## config.mk

```make
export PLATFORM = sky130hd
export DESIGN_NAME = motion_task_control_bits
export DESIGN_NICKNAME = d
export VERILOG_FILES = /design/src/hdl/task_ctrl_pkg.sv /design/src/hdl/motion_task_control_bits.sv
export SDC_FILE = /design/constraint.sdc
export NUM_CORES = 1
export LEC_CHECK = 0
export ABC_AREA = 1
export BUFFER_PORTS_ARGS = -buffer_cell sky130_fd_sc_hd__buf_2
export CAP_MARGIN = 40
export CORE_MARGIN = 2
export CORE_UTILIZATION = 45
export CTS_CLUSTER_DIAMETER = 50
export DETAILED_ROUTE_END_ITERATION = 8
export PLACE_DENSITY = 0.77
export RECOVER_POWER = 50
export SETUP_SLACK_MARGIN = 0.15
export SLEW_MARGIN = 20
export SYNTH_ARGS = -nofsm -noshare
export SYNTH_HDL_FRONTEND = slang
export SYNTH_SLANG_ARGS = --single-unit
export TNS_END_PERCENT = 30
```

## constraint.sdc

```tcl
create_clock -name clk -period 1.6 [get_ports clk]
set_input_delay 0.32 -clock clk [delete_from_list [all_inputs] [get_ports clk]]
set_output_delay 0.32 -clock clk [all_outputs]
set_load 0.01 [all_outputs]
```

## src/hdl/task_ctrl_pkg.sv

```systemverilog
// package: bit positions, reset values and enumerations for the task control bit interpreter
package task_ctrl_pkg;
  // register map, word index times four gives the byte address
  localparam logic [3:0]  ADDR_TASK1_CTRL   = 4'h0;
  localparam logic [3:0]  ADDR_TASK2_CTRL   = 4'h4;
  localparam logic [3:0]  ADDR_STATUS       = 4'h8;
  localparam logic [3:0]  ADDR_PROG_NUM     = 4'hc;
  localparam logic [15:0] CTRL_RESET        = 16'h0000;
  // control word bit positions
  localparam int BIT_AUTO     = 1;
  localparam int BIT_START    = 2;
  localparam int BIT_FBE      = 4;
  localparam int BIT_PAUSE    = 5;
  localparam int BIT_MRST     = 6;
  localparam int BIT_PRGRD    = 7;
  localparam int BIT_TADDR    = 8;
  localparam int BIT_TEACH    = 9;
  localparam int BIT_TTYPE    = 10;
  localparam int BIT_XMIT     = 11;
  localparam int BIT_RECV     = 12;
  localparam int BIT_FLASH    = 13;
  // auxiliary code boundaries, teach address reset and service length
  localparam logic [9:0]  MCODE_STANDBY_MAX = 10'd499;
  localparam logic [9:0]  MCODE_ZERO        = 10'h000;
  localparam logic [10:0] TADDR_RESET       = 11'h000;
  localparam int          SVC_CYCLES        = 4;
  localparam logic [2:0]  SVC_LAST          = 3'(SVC_CYCLES - 1);

  typedef enum logic [1:0] {
    RUN_IDLE    = 2'b00,
    RUN_ACTIVE  = 2'b01,
    RUN_STOP    = 2'b10,
    RUN_MWAIT   = 2'b11
  } run_state_e;

  typedef enum logic [1:0] {
    SVC_NONE  = 2'b00,
    SVC_WRITE = 2'b01,
    SVC_READ  = 2'b10,
    SVC_FLASH = 2'b11
  } svc_e;

  // per-task status flags
  typedef struct packed {
    logic mem_run;
    logic mstrobe;
    logic taddr_done;
    logic teach_done;
    logic prog_err;
  } task_stat_s;
endpackage

```

## src/hdl/motion_task_control_bits.sv

```systemverilog
// motion task control bit interpreter: two task sequencers and a data service driven by the task 1 word
`timescale 1ns/1ps
module motion_task_control_bits (
  input  wire  logic        clk,            // 40 MHz clock
  input  wire  logic        rst_n,          // synchronous reset, active low
  input  wire  logic [3:0]  addr,           // register byte address
  input  wire  logic [15:0] wdata,          // write data
  input  wire  logic        wr,             // write strobe
  input  wire  logic        rd,             // read strobe
  output logic       [15:0] rdata,          // read data, valid cycle after rd
  input  wire  logic        exp_enable,     // expansion area valid
  input  wire  logic        block_done,     // execution engine finished a block
  input  wire  logic        block_has_code, // current block outputs an aux code
  input  wire  logic [9:0]  block_code,     // that aux code
  input  wire  logic        prog_edited,    // programs were edited
  input  wire  logic [15:0] exp_taddr,      // teaching start address from expansion area
  input  wire  logic [15:0] cmd_pos,        // commanded target position
  input  wire  logic [15:0] fb_pos,         // encoder feedback position
  output logic              axes_decel,     // decelerate running axes (task 1)
  output logic              axes_decel2,    // decelerate running axes (task 2)
  output logic       [9:0]  aux_code,       // task 1 aux code output
  output logic       [9:0]  aux_code2,      // task 2 aux code output
  output logic       [15:0] prog_number,    // program number latched at start
  output logic              prog_restart,   // pulse: run program from first block
  output logic              skip_block,     // pulse: resume from following block
  output logic       [15:0] teach_data,     // stored teach position
  output logic       [10:0] teach_addr,     // current teaching address
  output logic              teach_we,       // pulse: write teach_data at teach_addr
  output task_ctrl_pkg::svc_e svc_active    // data service in progress
);
  // ----------------------------------------------------------------
  // register file
  // ----------------------------------------------------------------
  logic [15:0] ctrl1_reg, ctrl1_next, ctrl2_reg, ctrl2_next, prev1_reg, prev2_reg;
  logic [15:0] prog_in_reg;
  logic [15:0] rdata_reg, rdata_next;
  task_ctrl_pkg::task_stat_s st1, st2;
  logic [2:0]  svc_done_reg;
  logic        svc_err_reg;
  logic        twe_reg, taddr_done_reg, teach_done_reg; // teaching flags; the two done flags are also read by the task 1 status

  wire sel_c1 = (addr == task_ctrl_pkg::ADDR_TASK1_CTRL);
  wire sel_c2 = (addr == task_ctrl_pkg::ADDR_TASK2_CTRL);
  wire sel_st = (addr == task_ctrl_pkg::ADDR_STATUS);
  wire sel_pn = (addr == task_ctrl_pkg::ADDR_PROG_NUM);

  assign ctrl1_next = (wr && sel_c1) ? wdata : ctrl1_reg;
  assign ctrl2_next = (wr && sel_c2) ? wdata : ctrl2_reg;

  // status word: task1 flags low, task2 flags next, service done flags high
  wire [15:0] status_word = {svc_err_reg, svc_done_reg, 2'b00, st2, st1};

  // if/else-if decode, unmapped reads return zero
  always_comb begin
    if (!rd) begin
      rdata_next = 16'h0000;
    end else if (sel_c1) begin
      rdata_next = ctrl1_reg;
    end else if (sel_c2) begin
      rdata_next = ctrl2_reg;
    end else if (sel_st) begin
      rdata_next = status_word;
    end else if (sel_pn) begin
      rdata_next = prog_in_reg;
    end else begin
      rdata_next = 16'h0000;
    end
  end

  // bus registers and previous-sample copies for edge detection
  always_ff @(posedge clk) begin
    if (!rst_n) begin
      ctrl1_reg   <= task_ctrl_pkg::CTRL_RESET;
      ctrl2_reg   <= task_ctrl_pkg::CTRL_RESET;
      prev1_reg   <= task_ctrl_pkg::CTRL_RESET;
      prev2_reg   <= task_ctrl_pkg::CTRL_RESET;
      prog_in_reg <= 16'h0000;
      rdata_reg   <= 16'h0000;
    end else begin
      ctrl1_reg   <= ctrl1_next;
      ctrl2_reg   <= ctrl2_next;
      prev1_reg   <= ctrl1_reg;
      prev2_reg   <= ctrl2_reg;
      prog_in_reg <= (wr && sel_pn) ? wdata : prog_in_reg;
      rdata_reg   <= rdata_next;
    end
  end
  assign rdata = rdata_reg;

  // edges from current versus previous sample
  wire [15:0] rise1 = ctrl1_reg & ~prev1_reg;
  wire [15:0] fall1 = ~ctrl1_reg & prev1_reg;
  wire [15:0] rise2 = ctrl2_reg & ~prev2_reg;
  wire [15:0] fall2 = ~ctrl2_reg & prev2_reg;

  // ----------------------------------------------------------------
  // task sequencers
  // ----------------------------------------------------------------
  // one generate covers both tasks so task 2 shares the sequencer logic; only task 1 reports the teach done flags
  logic [1:0] restart_p, skip_p, decel_v;
  logic [9:0] code_v [2];
  task_ctrl_pkg::task_stat_s stv [2];
  logic [15:0] pnum_v [2];

  for (genvar t = 0; t < 2; t++) begin : g_task
    wire [15:0] c = (t == 0) ? ctrl1_reg : ctrl2_reg;
    wire [15:0] r = (t == 0) ? rise1 : rise2;
    wire [15:0] f = (t == 0) ? fall1 : fall2;
    wire auto_m   = c[task_ctrl_pkg::BIT_AUTO];
    wire fbe_go   = auto_m && r[task_ctrl_pkg::BIT_FBE];
    wire pause_go = auto_m && r[task_ctrl_pkg::BIT_PAUSE] && !fbe_go;
    wire start_ok = auto_m && r[task_ctrl_pkg::BIT_START]
                    && !c[task_ctrl_pkg::BIT_FBE] && !c[task_ctrl_pkg::BIT_PAUSE];
    wire mrst_r   = r[task_ctrl_pkg::BIT_MRST];
    wire mrst_f   = f[task_ctrl_pkg::BIT_MRST];

    task_ctrl_pkg::run_state_e state_reg, state_next;
    logic [9:0]  code_reg;
    logic        strobe_reg, skip_reg, edited_reg, err_reg, rst_p, skp_p, decel_reg;
    logic [15:0] pnum_reg;

    // next-state decision for the block sequencer
    always_comb begin
      state_next = state_reg;
      case (state_reg)
        task_ctrl_pkg::RUN_IDLE, task_ctrl_pkg::RUN_STOP: begin
          if (start_ok && !(edited_reg && !c[task_ctrl_pkg::BIT_PRGRD])) begin
            state_next = task_ctrl_pkg::RUN_ACTIVE;
          end
        end
        task_ctrl_pkg::RUN_ACTIVE: begin
          if (!auto_m || fbe_go || pause_go) begin
            state_next = task_ctrl_pkg::RUN_STOP;
          end else if (block_done && block_has_code && !c[task_ctrl_pkg::BIT_MRST]
                       && block_code <= task_ctrl_pkg::MCODE_STANDBY_MAX) begin
            state_next = task_ctrl_pkg::RUN_MWAIT;
          end
        end
        task_ctrl_pkg::RUN_MWAIT: begin
          if (fbe_go || !auto_m) begin
            state_next = task_ctrl_pkg::RUN_STOP;
          end else if (mrst_f && !strobe_reg) begin
            state_next = task_ctrl_pkg::RUN_ACTIVE;
          end
        end
        default: state_next = task_ctrl_pkg::RUN_IDLE;
      endcase
    end

    // sequencer registers
    always_ff @(posedge clk) begin
      if (!rst_n) begin
        state_reg  <= task_ctrl_pkg::RUN_IDLE;
        code_reg   <= task_ctrl_pkg::MCODE_ZERO;
        strobe_reg <= 1'b0;
        skip_reg   <= 1'b0;
        edited_reg <= 1'b0;
        err_reg    <= 1'b0;
        rst_p      <= 1'b0;
        skp_p      <= 1'b0;
        decel_reg  <= 1'b0;
        pnum_reg   <= 16'h0000;
      end else begin
        state_reg <= state_next;
        decel_reg <= (state_next == task_ctrl_pkg::RUN_STOP) && (state_reg != task_ctrl_pkg::RUN_STOP);
        rst_p     <= 1'b0;
        skp_p     <= 1'b0;
        // an idle task has no block to abandon, so a forced end there must not skip a block later
        if (fbe_go && state_reg != task_ctrl_pkg::RUN_IDLE) begin
          skip_reg <= 1'b1;
        end
        if (prog_edited) begin
          edited_reg <= 1'b1;
        end
        if (state_reg != task_ctrl_pkg::RUN_ACTIVE && state_next == task_ctrl_pkg::RUN_ACTIVE
            && state_reg != task_ctrl_pkg::RUN_MWAIT) begin
          if (c[task_ctrl_pkg::BIT_PRGRD]) begin
            pnum_reg   <= prog_in_reg;
            rst_p      <= 1'b1;
            edited_reg <= 1'b0;
            skip_reg   <= 1'b0;
          end else begin
            skp_p    <= skip_reg;
            skip_reg <= 1'b0;
          end
        end
        if (start_ok && edited_reg && !c[task_ctrl_pkg::BIT_PRGRD]) begin
          err_reg <= 1'b1;
        end else if (state_next == task_ctrl_pkg::RUN_ACTIVE) begin
          err_reg <= 1'b0;
        end
        // aux code output; reset clears standby codes, high codes in any mode
        if (block_done && block_has_code && state_reg == task_ctrl_pkg::RUN_ACTIVE
            && !c[task_ctrl_pkg::BIT_MRST]) begin
          code_reg   <= block_code;
          strobe_reg <= 1'b1;
        end else if ((state_reg == task_ctrl_pkg::RUN_MWAIT && (fbe_go || mrst_r))
                     || (mrst_r && code_reg > task_ctrl_pkg::MCODE_STANDBY_MAX)) begin
          code_reg   <= task_ctrl_pkg::MCODE_ZERO;
          strobe_reg <= 1'b0;
        end
      end
    end

    assign restart_p[t] = rst_p;
    assign skip_p[t]    = skp_p;
    assign decel_v[t]   = decel_reg;
    assign code_v[t]    = code_reg;
    assign pnum_v[t]    = pnum_reg;
    assign stv[t]       = '{mem_run:    (state_reg == task_ctrl_pkg::RUN_ACTIVE
                                         || state_reg == task_ctrl_pkg::RUN_MWAIT),
                            mstrobe:    strobe_reg,
                            taddr_done: (t == 0) ? c[task_ctrl_pkg::BIT_TADDR] && taddr_done_reg : 1'b0,
                            teach_done: (t == 0) ? c[task_ctrl_pkg::BIT_TEACH] && teach_done_reg : 1'b0,
                            prog_err:   err_reg};
  end

  assign st1         = stv[0];
  assign st2         = stv[1];
  assign axes_decel  = decel_v[0];
  assign axes_decel2 = decel_v[1];
  assign aux_code    = code_v[0];
  assign aux_code2   = code_v[1];
  assign prog_number = pnum_v[0];
  assign prog_restart = restart_p[0];
  assign skip_block  = skip_p[0];

  // ----------------------------------------------------------------
  // teaching (task 1 word)
  // ----------------------------------------------------------------
  logic [10:0] taddr_reg;
  logic [15:0] tdata_reg;

  // accepted in any mode and even with an error pending
  always_ff @(posedge clk) begin
    if (!rst_n) begin
      taddr_reg      <= task_ctrl_pkg::TADDR_RESET;
      tdata_reg      <= 16'h0000;
      twe_reg        <= 1'b0;
      taddr_done_reg <= 1'b0;
      teach_done_reg <= 1'b0;
    end else begin
      twe_reg <= 1'b0;
      if (rise1[task_ctrl_pkg::BIT_TADDR] && exp_enable) begin
        taddr_reg      <= exp_taddr[10:0];
        taddr_done_reg <= 1'b1;
      end else if (!ctrl1_reg[task_ctrl_pkg::BIT_TADDR]) begin
        taddr_done_reg <= 1'b0;
      end
      if (rise1[task_ctrl_pkg::BIT_TEACH]) begin
        tdata_reg      <= ctrl1_reg[task_ctrl_pkg::BIT_TTYPE] ? fb_pos : cmd_pos;
        twe_reg        <= 1'b1;
        teach_done_reg <= 1'b1;
      end else if (!ctrl1_reg[task_ctrl_pkg::BIT_TEACH]) begin
        teach_done_reg <= 1'b0;
      end
      if (twe_reg) begin
        taddr_reg <= taddr_reg + 11'h001;
      end
    end
  end
  assign teach_data = tdata_reg;
  assign teach_addr = taddr_reg;
  assign teach_we   = twe_reg;

  // ----------------------------------------------------------------
  // data service: write, read, flash, one at a time
  // ----------------------------------------------------------------
  // rising edges are latched as pending so simultaneous requests are not lost
  logic [2:0] pend_reg;
  task_ctrl_pkg::svc_e svc_reg;
  logic [2:0] cnt_reg;
  wire [2:0] new_req = {rise1[task_ctrl_pkg::BIT_FLASH],
                        rise1[task_ctrl_pkg::BIT_RECV] && exp_enable,
                        rise1[task_ctrl_pkg::BIT_XMIT] && exp_enable};
  wire [2:0] req_bits = {ctrl1_reg[task_ctrl_pkg::BIT_FLASH],
                         ctrl1_reg[task_ctrl_pkg::BIT_RECV],
                         ctrl1_reg[task_ctrl_pkg::BIT_XMIT]};
  wire [2:0] avail    = pend_reg | new_req;
  wire task_ctrl_pkg::svc_e pick = avail[0] ? task_ctrl_pkg::SVC_WRITE :
                                   avail[1] ? task_ctrl_pkg::SVC_READ  :
                                   avail[2] ? task_ctrl_pkg::SVC_FLASH : task_ctrl_pkg::SVC_NONE;
  wire svc_end = (svc_reg != task_ctrl_pkg::SVC_NONE) && (cnt_reg == task_ctrl_pkg::SVC_LAST);

  // service sequencer; done flags drop when the host releases the bit
  always_ff @(posedge clk) begin
    if (!rst_n) begin
      pend_reg     <= 3'b000;
      svc_reg      <= task_ctrl_pkg::SVC_NONE;
      cnt_reg      <= 3'b000;
      svc_done_reg <= 3'b000;
      svc_err_reg  <= 1'b0;
    end else begin
      svc_done_reg <= svc_done_reg & req_bits;
      svc_err_reg  <= rise1[task_ctrl_pkg::BIT_XMIT] && !exp_enable;
      if (svc_reg == task_ctrl_pkg::SVC_NONE) begin
        svc_reg  <= pick;
        cnt_reg  <= 3'b000;
        pend_reg <= avail & ~(3'b001 << (pick - 2'b01)) & {3{pick != task_ctrl_pkg::SVC_NONE}}
                    | (avail & {3{pick == task_ctrl_pkg::SVC_NONE}});
      end else begin
        pend_reg <= pend_reg | new_req;
        cnt_reg  <= cnt_reg + 3'b001;
        if (svc_end) begin
          svc_done_reg[svc_reg - 2'b01] <= 1'b1;
          svc_reg <= task_ctrl_pkg::SVC_NONE;
        end
      end
    end
  end
  assign svc_active = svc_reg;

  // ----------------------------------------------------------------
  // checks
  // ----------------------------------------------------------------
  property p_fbe_stop;
    @(posedge clk) disable iff (!rst_n)
      (g_task[0].state_reg == task_ctrl_pkg::RUN_ACTIVE && g_task[0].fbe_go) |=> g_task[0].state_reg == task_ctrl_pkg::RUN_STOP;
  endproperty
  a_fbe_stop: assert property (p_fbe_stop) else $error("forced end did not stop");
  property p_fbe_blocks;
    @(posedge clk) disable iff (!rst_n)
      (ctrl1_reg[task_ctrl_pkg::BIT_FBE] && g_task[0].state_reg == task_ctrl_pkg::RUN_IDLE) |=> g_task[0].state_reg != task_ctrl_pkg::RUN_ACTIVE;
  endproperty
  a_fbe_blocks: assert property (p_fbe_blocks) else $error("start ran with forced end high");
  property p_pause_blocks;
    @(posedge clk) disable iff (!rst_n)
      (ctrl1_reg[task_ctrl_pkg::BIT_PAUSE] && g_task[0].state_reg != task_ctrl_pkg::RUN_ACTIVE
       && g_task[0].state_reg != task_ctrl_pkg::RUN_MWAIT)
      |=> g_task[0].state_reg == $past(g_task[0].state_reg);
  endproperty
  a_pause_blocks: assert property (p_pause_blocks) else $error("start ran with pause high");
  property p_teach_inc;
    @(posedge clk) disable iff (!rst_n)
      rise1[task_ctrl_pkg::BIT_TEACH] |=> teach_we ##1 teach_addr == $past(teach_addr, 2) + 11'h001;
  endproperty
  a_teach_inc: assert property (p_teach_inc) else $error("teach address not advanced");
  property p_ttype;
    @(posedge clk) disable iff (!rst_n)
      rise1[task_ctrl_pkg::BIT_TEACH] |=> teach_data == ($past(ctrl1_reg[task_ctrl_pkg::BIT_TTYPE]) ? $past(fb_pos) : $past(cmd_pos));
  endproperty
  a_ttype: assert property (p_ttype) else $error("wrong teach source");
  property p_hi_code;
    @(posedge clk) disable iff (!rst_n)
      (rise1[task_ctrl_pkg::BIT_MRST] && aux_code > task_ctrl_pkg::MCODE_STANDBY_MAX && !block_done) |=> aux_code == 10'h000;
  endproperty
  a_hi_code: assert property (p_hi_code) else $error("high code not cleared");
  property p_order;
    @(posedge clk) disable iff (!rst_n)
      (svc_reg == task_ctrl_pkg::SVC_NONE && avail[0]) |=> svc_reg == task_ctrl_pkg::SVC_WRITE;
  endproperty
  a_order: assert property (p_order) else $error("write not served first");
  property p_mode;
    @(posedge clk) disable iff (!rst_n)
      (!ctrl1_reg[task_ctrl_pkg::BIT_AUTO] && g_task[0].state_reg == task_ctrl_pkg::RUN_IDLE) |=> g_task[0].state_reg == task_ctrl_pkg::RUN_IDLE;
  endproperty
  a_mode: assert property (p_mode) else $error("manual mode started program");
endmodule

```

# == After elaboration in Yosys (flattened, before gate mapping) ==
# Index checks and enable logic that the tools add are counted.
# totals
reg_bits,178
inputBits,86
output_inout_bits,86
# classes
n_addsub,4
magnitude_cmp,5
n_eq_ne,22
shifts,1
muxes,53
bitwise,18
n_reduce_logical,102
# op_table
cell,count
16-bit two-way mux,5
1-bit logical AND,53
10-bit two-way mux,4
2-bit two-way mux,15
11-bit two-way mux,2
7-bit bitwise AND,3
1-bit two-way mux,21
7-bit inverter,3
"10-bit by 9-bit greater-than comparator with 1-bit output, second input constant",2
2-bit nonzero test,9
1-bit logical NOT,17
14-bit bitwise AND,1
14-bit inverter,1
3-bit bitwise AND,4
"2-bit equality test, second input constant",6
2-bit one-hot mux with 3 select lines,2
"11-bit by 1-bit adder with 11-bit output, second input constant",1
"10-bit by 9-bit <= comparator with 1-bit output, second input constant",1
1-bit logical OR,10
3-bit two-way mux,3
3-bit bitwise OR,3
"2-bit by 1-bit equality test with 1-bit output, second input constant",4
"4-bit equality test, second input constant",2
2-bit logical NOT,4
16 further kinds,29

# == Longest topological paths before layout ==
# Gate-level depths: netlist of the first run.
# depth
ltp_word,14
depth_mapped,9
ltp_nobuf,9

# == Least setup slack after synthesis of the first run ==
# Ideal clock, no wire load.
# synth_path
path_type,reg-to-reg
startpoint,register taddr_reg[0] (netlist: teach_addr[0])
endpoint,register taddr_reg[8] (netlist: teach_addr[8])
setup_time_ns,0.112
arrival_ns,1.329
setup_slack_ns,0.160
path_stages_with_launch,8
cell_sequence,dfxtp_1 ha_1 nand2_1 nor3_1 nand3_1 xnor2_1 nor2_1 nor2_1
# synth_between
elab_chain_len,2
# synth_rtl
item,line,rtl
"start, declared",motion_task_control_bits.sv:231,logic [10:0] taddr_reg;
"start signal, assigned",motion_task_control_bits.sv:237,taddr_reg <= task_ctrl_pkg::TADDR_RESET;
"start signal, assigned",motion_task_control_bits.sv:245,taddr_reg <= exp_taddr[10:0];
"start signal, assigned",motion_task_control_bits.sv:258,taddr_reg <= taddr_reg + 11'h001;
11-bit by 1-bit adder with 11-bit output,motion_task_control_bits.sv:258,
11-bit two-way mux,motion_task_control_bits.sv:257,if (twe_reg) begin
# No other way between the ends.
# A chain may end at the register's enable or synchronous reset.

# == Final worst setup path of the first run ==
# layout_path
startpoint,register twe_reg (netlist: teach_we)
endpoint,output teach_we
# layout_rtl
item,line,rtl
"start, declared",motion_task_control_bits.sv:40,"logic twe_reg, taddr_done_reg, teach_done_reg;"
"start signal, assigned",motion_task_control_bits.sv:239,twe_reg <= 1'b0;
"start signal, assigned",motion_task_control_bits.sv:243,twe_reg <= 1'b0;
"start signal, assigned",motion_task_control_bits.sv:252,twe_reg <= 1'b1;
"end, declared",motion_task_control_bits.sv:28,"output logic teach_we,"
# No word-level cell between the ends.

==> results of run 1 <==
cell families (layout without fill, tap and decap cells):
| family | Yosys count | in the layout | share of synthesized area |
|---|---|---|---|
| buffers and inverters | 160 | 346 | 0.0914 |
| adders and majority gates | 3 | 3 | 0.00553 |
| other | 0 | 1 | 0 |
| AOI/OAI and AO/OA | 242 | 242 | 0.196 |
| and+or+nand+nor | 317 | 317 | 0.201 |
| DFF | 170 | 170 | 0.501 |
| xor gates and xnor gates | 4 | 4 | 0.00516 |
layout make-up:
class,count,area [sq um],area share
timing repair buffer,203,1070,0.124
antenna,1,2.50,0.000290
clock buffer,21,480,0.0557
clock inverter,10,189,0.0219
multi-input combinational,566,2820,0.327
inverter,112,420,0.0488
tap,184,230,0.0267
sequential,170,3410,0.395
layer usage:
| metal | up-vias | track usage | wire length (microns) |
|---|---|---|---|
| li1 | 3327 | - | - |
| met1 | 3024 | 0.303 | 8390 |
| met2 | 207 | 0.353 | 8190 |
| met3 | 25 | 0.0468 | 1050 |
| met4 | 0 | 0.0782 | 289 |
| met5 | - | 0 | 0 |
Yosys cell counts:
library cell,n,area [sq um]
inv_1,106,398
buf_2,13,65.1
xnor2_1,1,8.76
o21ai_0,82,410
nand3_2,1,10.0
a31oi_1,3,18.8
clkbuf_1,26,97.6
nor2_1,71,267
nor2_2,1,6.26
a211oi_1,15,113
ha_1,3,37.5
nand4_1,22,138
o21ai_2,9,78.8
a221oi_1,1,8.76
dfxtp_1,170,3400
o211ai_1,9,67.6
buf_4,1,7.51
o41ai_1,1,8.76
nand3_1,61,305
clkinv_1,2,7.51
nor3_2,2,20.0
inv_2,4,15.0
o21bai_1,1,7.51
nor3_1,12,60.1
buf_1,8,30.0
xor2_1,3,26.3
o22ai_1,6,37.5
o221ai_1,2,17.5
o21ai_1,4,20.0
nor4_1,1,6.26
nand2_2,1,6.26
nand2_1,145,544
a21oi_1,109,546
report_power, final:
| part | switching, mW | total (mW) | internal (mW) |
|---|---|---|---|
| Clock | 1.66 | 4.59 | 2.93 |
| Combinational | 0.282 | 0.452 | 0.170 |
| Sequential | 0.0299 | 4.31 | 4.28 |
through the flow:
step           cell area, sq um  instances  hold slack [ns]  utilization  setup TNS, ns
2_1_floorplan              6790        896            0.397            -              0
3_3_place_gp               7930       1232            0.406        0.542          -1.35
3_5_place_dp               7940       1233            0.407        0.542              0
4_1_cts                    8620       1264            0.109        0.589              0
5_1_grt                    8620       1267            0.132        0.589              0
6_report                   8620       1267            0.118        0.589              0
placed cells by master (no fill, tap or decap), types with 4 or more instances in the layout:
cell	instances
buf_4	24
clkbuf_16	17
nand3_1	60
clkinvlp_4	4
a21oi_1	109
nor3_1	10
nor2_1	71
o21ai_2	11
o211ai_1	9
nand4_1	22
a211oi_1	15
nand2_1	145
buf_2	129
clkbuf_8	4
clkbuf_2	5
inv_2	4
o21ai_0	82
o22ai_1	6
bufinv_16	5
nor3_2	4
dfxtp_1	169
clkbuf_1	42
inv_1	106
final timing paths:
check,end,slack [ns],depth (start not counted)
setup / recovery,teach_we,0.17,2
hold reg to reg,svc_err_reg,0.41,1
hold / removal,svc_err_reg,0.12,2
setup reg to reg,prog_number[7],0.17,8
timing repair:
| item | in CTS | in global routing |
|---|---|---|
| pin swaps | 0 | 1 |
| setup buffers | 0 | 2 |
| resized for setup | 5 | 11 |
| endpoints found under the setup margin | 34 | 48 |
==> flow_summary_export.csv, run 1 <==
group,metric,value,unit
floorplan,ioPinCount,172,
synthesis,synthCells,896,
placed_design,hpwl,12600,microns
cells_and_area,nNetsFinal,1159,
sta,tightestPinTransition,0.720,ns
critical_path,r2r_start,"ctrl1_reg[4]",
clocking,cts_inserted_buffers,17,
placed_design,pre_cts_ws,0.0179,ns
clocking,cts_tree,"built",
critical_path,start_kind,"register",
global_routing,grt_pass1_wl,29200,microns
sta,rsz0062_at_grt,"yes",
power,p_total,9.36,mW
global_routing,gr-total-overflow,0,
critical_path,required,1.28,ns
synthesis,syn-num-nets,985,
cells_and_area,drive_gt1_frac,0.201,
detailed_routing,wl_per_cell,14.1,microns
floorplan,die_y,127,microns
power,leakagePower,3.60,nW
detailed_routing,dr.pass1.iters,6,
clocking,cts_hold_buf,0,
floorplan,core,14600,sq um
clocking,ctsHtreeMaxLevel,4,
sta,period_share,0.895,
cells_and_area,fill_cells,1353,
critical_path,worstPathArrival,1.11,ns
power,power_density,1090,nW/um^2
detailed_routing,postRouteAntennaNets,0,
floorplan,initial_core_util,0.464,
critical_path,cp_slowest_cell,"dfxtp_4",
detailed_routing,post_drt_via_cell_ratio,5.20,
detailed_routing,drtIter0Drc,470,
clocking,cts_buffer_depth,2,
critical_path,worst-path-buf-inv,2,
sta,setup_violations,0,
critical_path,critical_path_class,"reg2out",
synthesis,syn_area_per_cell,7.58,sq um
global_routing,grt_start_max_net_pins,49,
power,ir_drop,0.863,mV
critical_path,slowest_delay,0.39,ns
floorplan,num_rows,44,
floorplan,die_w,127,microns
global_routing,groute.usage.overall,0.223,
synthesis,synth-seq-cells,170,
sta,slew_headroom,0.520,
clocking,clock-sinks,170,
floorplan,die_area,16100,sq um
detailed_routing,vias,6583,
sta,period_minus_slack,1.43,ns
global_routing,grt_pass1_vias,6084,
cells_and_area,synthToLayoutAreaGrowth,26.9,%
placed_design,portBuffers,166,
run,drv_cap,0,
detailed_routing,wirelength,17900,microns
sta,fin_ws,0.168,ns
synthesis,yosys_warnings,0,
critical_path,cp_max_fo,8,
sta,maxSlewViolCount,0,
critical_path,path_cells,"buf_4, buf_2",
synthesis,netlist_area,6790,sq um
clocking,cts_root_buf,"clkbuf_16",
hold_path,hold_path.class,"in2reg",
synthesis,synth_cell_types,33,
critical_path,crit_start,"teach_we",
placed_design,gp_congestion,0.881,
critical_path,cp_top_family,"flip-flops",
clocking,clock_latency,0.42,ns
clocking,clk_pin_slew,0.06,ns
hold_path,worstHoldStart,"exp_enable",
sta,hold_viol,0,
sta,fin_skew,0.00601,ns
detailed_routing,drc_errors,0,
run_status,status,"completed",
global_routing,antenna_found_initial,1,
critical_path,end_kind,"output pin",
synthesis,yosysSeqAreaShare,0.501,
sta,fmax,0.698,GHz
(Power assumes the default switching activity.)
==> run 2, diff against run 1 <==
--- a/config.mk
+++ b/config.mk
@@ -6,7 +6,7 @@
 export NUM_CORES = 1
 export LEC_CHECK = 0
 export ABC_AREA = 1
-export BUFFER_PORTS_ARGS = -buffer_cell sky130_fd_sc_hd__buf_2
+export BUFFER_PORTS_ARGS = -buffer_cell sky130_fd_sc_hd__buf_4
 export CAP_MARGIN = 40
 export CORE_MARGIN = 2
 export CORE_UTILIZATION = 45
==> flow_summary_export.csv, run 2 (same netlist as run 1, synthesis figures left out) <==
group,metric,value,unit
floorplan,die_area,16100,sq um
sta,fin_skew,0.00886,ns
floorplan,ioPinCount,172,
detailed_routing,dr.pass1.iters,8,
global_routing,grt_start_max_net_pins,36,
critical_path,r2r_start,"ctrl1_reg[4]",
critical_path,required,1.28,ns
cells_and_area,synthToLayoutAreaGrowth,29.5,%
detailed_routing,drtIter0Drc,521,
power,power_density,983,nW/um^2
cells_and_area,layout_commonest_cell,"dfxtp_1",
global_routing,groute.usage.overall,0.226,
floorplan,core,14600,sq um
critical_path,crit_start,"teach_we",
cells_and_area,n_antenna_cell,0,
sta,maxSlewViolCount,0,
detailed_routing,postRouteAntennaNets,0,
global_routing,antenna_found_initial,0,
clocking,post-cts-setup-buffers,0,
placed_design,gp_congestion,0.876,
clocking,clock_latency,0.43,ns
clocking,cts_tree,"built",
sta,setup_violations,0,
detailed_routing,wl_per_cell,14.2,microns
power,clockPowerShare,0.441,
hold_path,worstHoldStart,"exp_enable",
floorplan,num_rows,44,
sta,slew_headroom,0.580,
sta,hold_viol,0,
run,drv_cap,0,
placed_design,hpwl,13100,microns
sta,fmax,0.693,GHz
critical_path,start_kind,"register",
floorplan,die_y,127,microns
clocking,cts_root_buf,"clkbuf_16",
sta,period_share,0.902,
critical_path,end_kind,"output pin",
clocking,clk_pin_slew,0.06,ns
cells_and_area,drive_gt1_frac,0.200,
detailed_routing,vias,6576,
power,leakagePower,3.60,nW
clocking,cts_buffer_depth,2,
hold_path,hold_path.class,"in2reg",
floorplan,initial_core_util,0.464,
clocking,ctsHtreeMaxLevel,4,
power,power.switching,1.94,mW
critical_path,slowest_delay,0.39,ns
power,ir_drop,0.845,mV
clocking,cts_inserted_buffers,17,
power,pwr-share-comb,0.060,
cells_and_area,post-route-cell-area,8790,sq um
global_routing,gr-total-overflow,0,
critical_path,path_cells,"buf_6, buf_4",
run_status,status,"completed",
placed_design,pre_cts_ws,0.0468,ns
critical_path,cp_slowest_cell,"dfxtp_1",
floorplan,die_w,127,microns
sta,tightestPinTransition,0.630,ns
clocking,cts_hold_buf,0,
placed_design,placed_area,8370,sq um
power,internal-power,6.70,mW
critical_path,cp_max_fo,13,
power,p_seq_frac,0.500,
power,p_total,8.64,mW
clocking,clock-sinks,170,
placed_design,portBuffers,166,
sta,period_minus_slack,1.44,ns
critical_path,worstPathArrival,1.12,ns
detailed_routing,wirelength,17900,microns
sta,fin_ws,0.157,ns
detailed_routing,drc_errors,0,
detailed_routing,post_drt_via_cell_ratio,5.19,
critical_path,critical_path_class,"reg2out",
sta,rsz0062_at_grt,"yes",
cells_and_area,nNetsFinal,1159,
power,swShare,0.225,
cells_and_area,final_cell_mix,"dfxtp_1, buf_4, nand2_1, a21oi_1, inv_1",
global_routing,grt_pass1_wl,29300,microns
cells_and_area,fill_cells,1350,
global_routing,grt_pass1_vias,6048,
[run 2: cell types whose count changed in the layout (fill, tap and decap cells not counted), moves of 2 or more]
cell / change
o21ai_1: +2
clkinv_4: +2
bufinv_16: -4
clkbuf_8: -3
clkinv_2: +4
dfxtp_2: +2
buf_2: -128
buf_4: +131
[run 2: area by class of cell]
| class | instances | area (sq um) | area share |
|---|---|---|---|
| Multi-Input combinational cell | 566 | 2790 | 0.318 |
| Inverter | 112 | 420 | 0.0478 |
| Clock inverter | 11 | 98.8 | 0.0112 |
| Timing Repair Buffer | 203 | 1390 | 0.159 |
| Clock buffer | 21 | 450 | 0.0512 |
| Sequential cell | 170 | 3410 | 0.387 |
| Tap cell | 184 | 230 | 0.0262 |
[run 2: stage by stage]
| stage | setup TNS, ns | hold WS, ns | util | instances |
|---|---|---|---|---|
| after floorplan | 0 | 0.397 | - | 896 |
| after global placement | -1.22 | 0.405 | 0.571 | 1234 |
| after detailed placement | 0 | 0.420 | 0.572 | 1235 |
| after CTS | 0 | 0.0750 | 0.609 | 1267 |
| after global routing | 0 | 0.0837 | 0.600 | 1267 |
| final | 0 | 0.0921 | 0.600 | 1267 |
[run 2: layer usage]
metal / vias to the layer above / track usage / routed length, microns
met2: 243 / 0.346 / 8000
met3: 31 / 0.0607 / 1330
li1: 3325 / - / -
met5: - / 0 / 0
met4: 0 / 0.0802 / 337
met1: 2977 / 0.309 / 8290
[run 2: timing repair]
item	in CTS	in global routing
gates cloned	0	0
pin swaps	0	1
setup endpoints to repair	23	46
resized for setup	2	9
[run 2: power groups by stage]
stage | clock network, mW | logic, mW | registers [mW]
6_report | 3.81 | 0.516 | 4.32
3_3_place_gp | 0 | 0.514 | 4.41
5_1_grt | 4.04 | 0.574 | 4.32
4_1_cts | 3.87 | 0.522 | 4.32
2_1_floorplan | 0 | 0.215 | 4.41
3_5_place_dp | 0 | 0.518 | 4.41
[run 2: final timing paths]
| check | slack, ns | endpoint | depth (start not counted) |
|---|---|---|---|
| setup / recovery | 0.16 | teach_we | 2 |
| hold / removal | 0.09 | svc_err_reg | 2 |
| setup reg to reg | 0.20 | aux_code[8] | 5 |
| hold reg to reg | 0.42 | cnt_reg[0] | 1 |
[run 2: worst max-delay path, delay by kind of cell, from the launching register on]
| kind | cells | cell delay [ns] |
|---|---|---|
| flops | 1 | 0.39 |
| buf+inv | 2 | 0.31 |
==> run 3, diff against run 2 <==
--- a/config.mk
+++ b/config.mk
@@ -5,7 +5,6 @@
 export SDC_FILE = /design/constraint.sdc
 export NUM_CORES = 1
 export LEC_CHECK = 0
-export ABC_AREA = 1
 export BUFFER_PORTS_ARGS = -buffer_cell sky130_fd_sc_hd__buf_4
 export CAP_MARGIN = 40
 export CORE_MARGIN = 2
@@ -14,7 +13,8 @@
 export DETAILED_ROUTE_END_ITERATION = 8
 export PLACE_DENSITY = 0.77
 export RECOVER_POWER = 50
-export SETUP_SLACK_MARGIN = 0.15
+export SETUP_SLACK_MARGIN = 0.3
+export SKIP_CTS_REPAIR_TIMING = 1
 export SLEW_MARGIN = 20
 export SYNTH_ARGS = -nofsm -noshare
 export SYNTH_HDL_FRONTEND = slang
==> flow_summary_export.csv, run 3 <==
group,metric,value,unit
sta,period_minus_slack,1.55,ns
cells_and_area,synthToLayoutAreaGrowth,34.0,%
hold_path,min_to,"aux_code2[0]",
power,ir_drop,0.800,mV
synthesis,synthCells,757,
run,drv_cap,0,
detailed_routing,postRouteAntennaNets,0,
critical_path,required,1.97,ns
synthesis,yosys_warnings,0,
detailed_routing,vias,6266,
synthesis,netlist_area,6850,sq um
synthesis,yosysTopAreaCellShare,0.497,
power,p_seq_frac,0.483,
power,pwr-share-comb,0.058,
detailed_routing,post_drt_via_cell_ratio,5.48,
cells_and_area,n_antenna_cell,0,
sta,hold_viol,0,
sta,setup_violations,0,
detailed_routing,drc_errors,0,
synthesis,synth_edf_count,0,
run_status,status,"completed",
detailed_routing,drtIter0Drc,339,
clocking,clock-sinks,170,
critical_path,rr_endpoint,"prog_number[11]",
synthesis,synth_flop_cell,"dfxtp_1",
sta,maxSlewViolCount,0,
global_routing,gr-usage-met3,0.0461,
critical_path,start_kind,"register",
floorplan,core,15000,sq um
global_routing,grt_pass1_vias,6040,
clocking,cts_buffer_depth,2,
detailed_routing,wirelength,18600,microns
placed_design,portBuffers,166,
power,p_total,8.88,mW
critical_path,cp_max_fo,8,
synthesis,yosysSeqAreaShare,0.497,
hold_path,worstHoldPathCells,2,
floorplan,ioPinCount,172,
synthesis,async_flop_share,0,
global_routing,grt_pass1_wl,29200,microns
synthesis,synth-seq-cells,170,
global_routing,use_met1,0.279,
clocking,clock_latency,0.42,ns
global_routing,busiest_layer,"met2",
floorplan,die_y,127,microns
hold_path,worstHoldStart,"block_code[0]",
global_routing,gr-total-overflow,0,
power,leakagePower,3.60,nW
synthesis,syn_area_per_cell,9.05,sq um
power,swShare,0.220,
detailed_routing,dr.pass1.iters,5,
cells_and_area,layout_commonest_cell,"buf_4",
power,internal-power,6.93,mW
synthesis,synth_top_cell_by_area,"dfxtp_1",
critical_path,worstPathArrival,1.92,ns
sta,fmax,0.643,GHz
placed_design,gp_congestion,0.860,
synthesis,synth_cell_types,65,
cells_and_area,drive_gt1_frac,0.271,
synthesis,syn-num-nets,846,
global_routing,grt_start_max_net_pins,43,
global_routing,grt.met2_usage,0.380,
cells_and_area,nNetsFinal,1033,
sta,period_share,0.972,
cells_and_area,fin_util,0.611,
synthesis,synth_common_cells,"dfxtp_1, nand2_1, a21oi_1",
placed_design,hpwl,12800,microns
global_routing,groute.usage.overall,0.224,
clocking,cts_inserted_buffers,17,
critical_path,end_kind,"register",
cells_and_area,final_cell_mix,"buf_4, dfxtp_1, nand2_1, a21oi_1, nor2_1",
synthesis,synth_most_common_cell,"dfxtp_1",
critical_path,crit_start,"ctrl1_reg[4]",
sta,slew_headroom,0.527,
critical_path,r2r_start,"ctrl1_reg[4]",
floorplan,die_w,127,microns
detailed_routing,wl_per_cell,16.3,microns
critical_path,r2r_setup_slack,0.05,ns
floorplan,initial_core_util,0.456,
sta,fin_skew,0.00823,ns
global_routing,antenna_found_initial,0,
critical_path,critical_path_class,"reg2reg",
power,power.switching,1.95,mW
clocking,ctsHtreeMaxLevel,4,
power,clockPowerShare,0.459,
critical_path,worst_r2r_path_depth,6,
clocking,cts_root_buf,"clkbuf_16",
floorplan,num_rows,45,
power,power_density,967,nW/um^2
synthesis,synth.area.top_cells,"dfxtp_1, nand2_1, a21oi_1, a22o_1, mux2i_1",
hold_path,hold_path.class,"in2reg",
sta,rsz0062_at_grt,"yes",
clocking,clk_pin_slew,0.07,ns
sta,tightestPinTransition,0.710,ns
clocking,cts_tree,"built",
floorplan,die_area,16200,sq um
-- run 3: changes by cell type after synthesis, sizes merged, moves of 14 or more --
cell	previous run	this run
nand2b	0	19
o21ai	95	26
nand4	22	5
a22o	0	36
nand3	62	6
nor2	72	44
a21oi	109	88
mux2i	0	18
inv	110	10
and2	0	14
-- run 3: how the worst max path moves through the flow --
stage | to | slack, ns | cells past startpoint
floorplan | g_task[1].err_reg | 0.14 | 4
global placement | prog_number[14] | -0.004 | 3
detailed placement | prog_number[13] | -0.02 | 3
CTS | prog_number[5] | -0.06 | 3
global route | prog_number[12] | 0.01 | 6
finish | prog_number[11] | 0.05 | 6
-- run 3: cell families after synthesis --
kind of cell,after synthesis,share of synthesized area
muxes,25,0.0378
AOI/OAI and AO/OA,215,0.218
adders and majority gates,3,0.00548
buffers and inverters,55,0.0376
and+or+nand+nor,289,0.205
DFF,170,0.497
-- run 3: per-stage QoR --
stage          area (sq um)  setup slack, ns  std cells  TNS (ns)  hold slack, ns
4_1_cts                9200          -0.0569       1136    -0.524           0.105
2_1_floorplan          6980            0.136        757         0           0.396
6_report               9180           0.0454       1143         0           0.124
3_3_place_gp           8610         -0.00430       1106   -0.0305           0.411
3_5_place_dp           8610          -0.0234       1106    -0.243           0.412
5_1_grt                9180           0.0112       1143         0           0.116
-- run 3: power by group through the flow --
stage	sequential, mW	combinational (mW)	clock [mW]
5_1_grt	4.29	0.554	4.33
6_report	4.29	0.512	4.08
3_3_place_gp	4.38	0.506	0
3_5_place_dp	4.38	0.511	0
4_1_cts	4.29	0.514	4.14
2_1_floorplan	4.38	0.207	0
-- run 3: layout make-up --
type	instances	area (sq um)
Clock inverter	9	115
Inverter	10	37.5
Timing Repair Buffer	212	1570
Tap cell	188	235
Multi-Input combinational cell	533	3320
Fill cell	1273	5850
Clock buffer	21	472
Sequential cell	170	3430
-- run 3: layer usage --
layer  part of all wire  routed length (microns)
met4              0.030                      555
met2               0.48                     8990
met3              0.062                     1160
met5                  0                        0
met1               0.42                     7890
-- run 3: worst max-delay path, cell delays in order (launching register included) --
cell and delay, ns:
dfxtp_2 0.35, or2_4 0.28, nor4_4 0.16, buf_4 0.16
and3_4 0.26, clkbuf_16 0.17, a22o_1 0.12
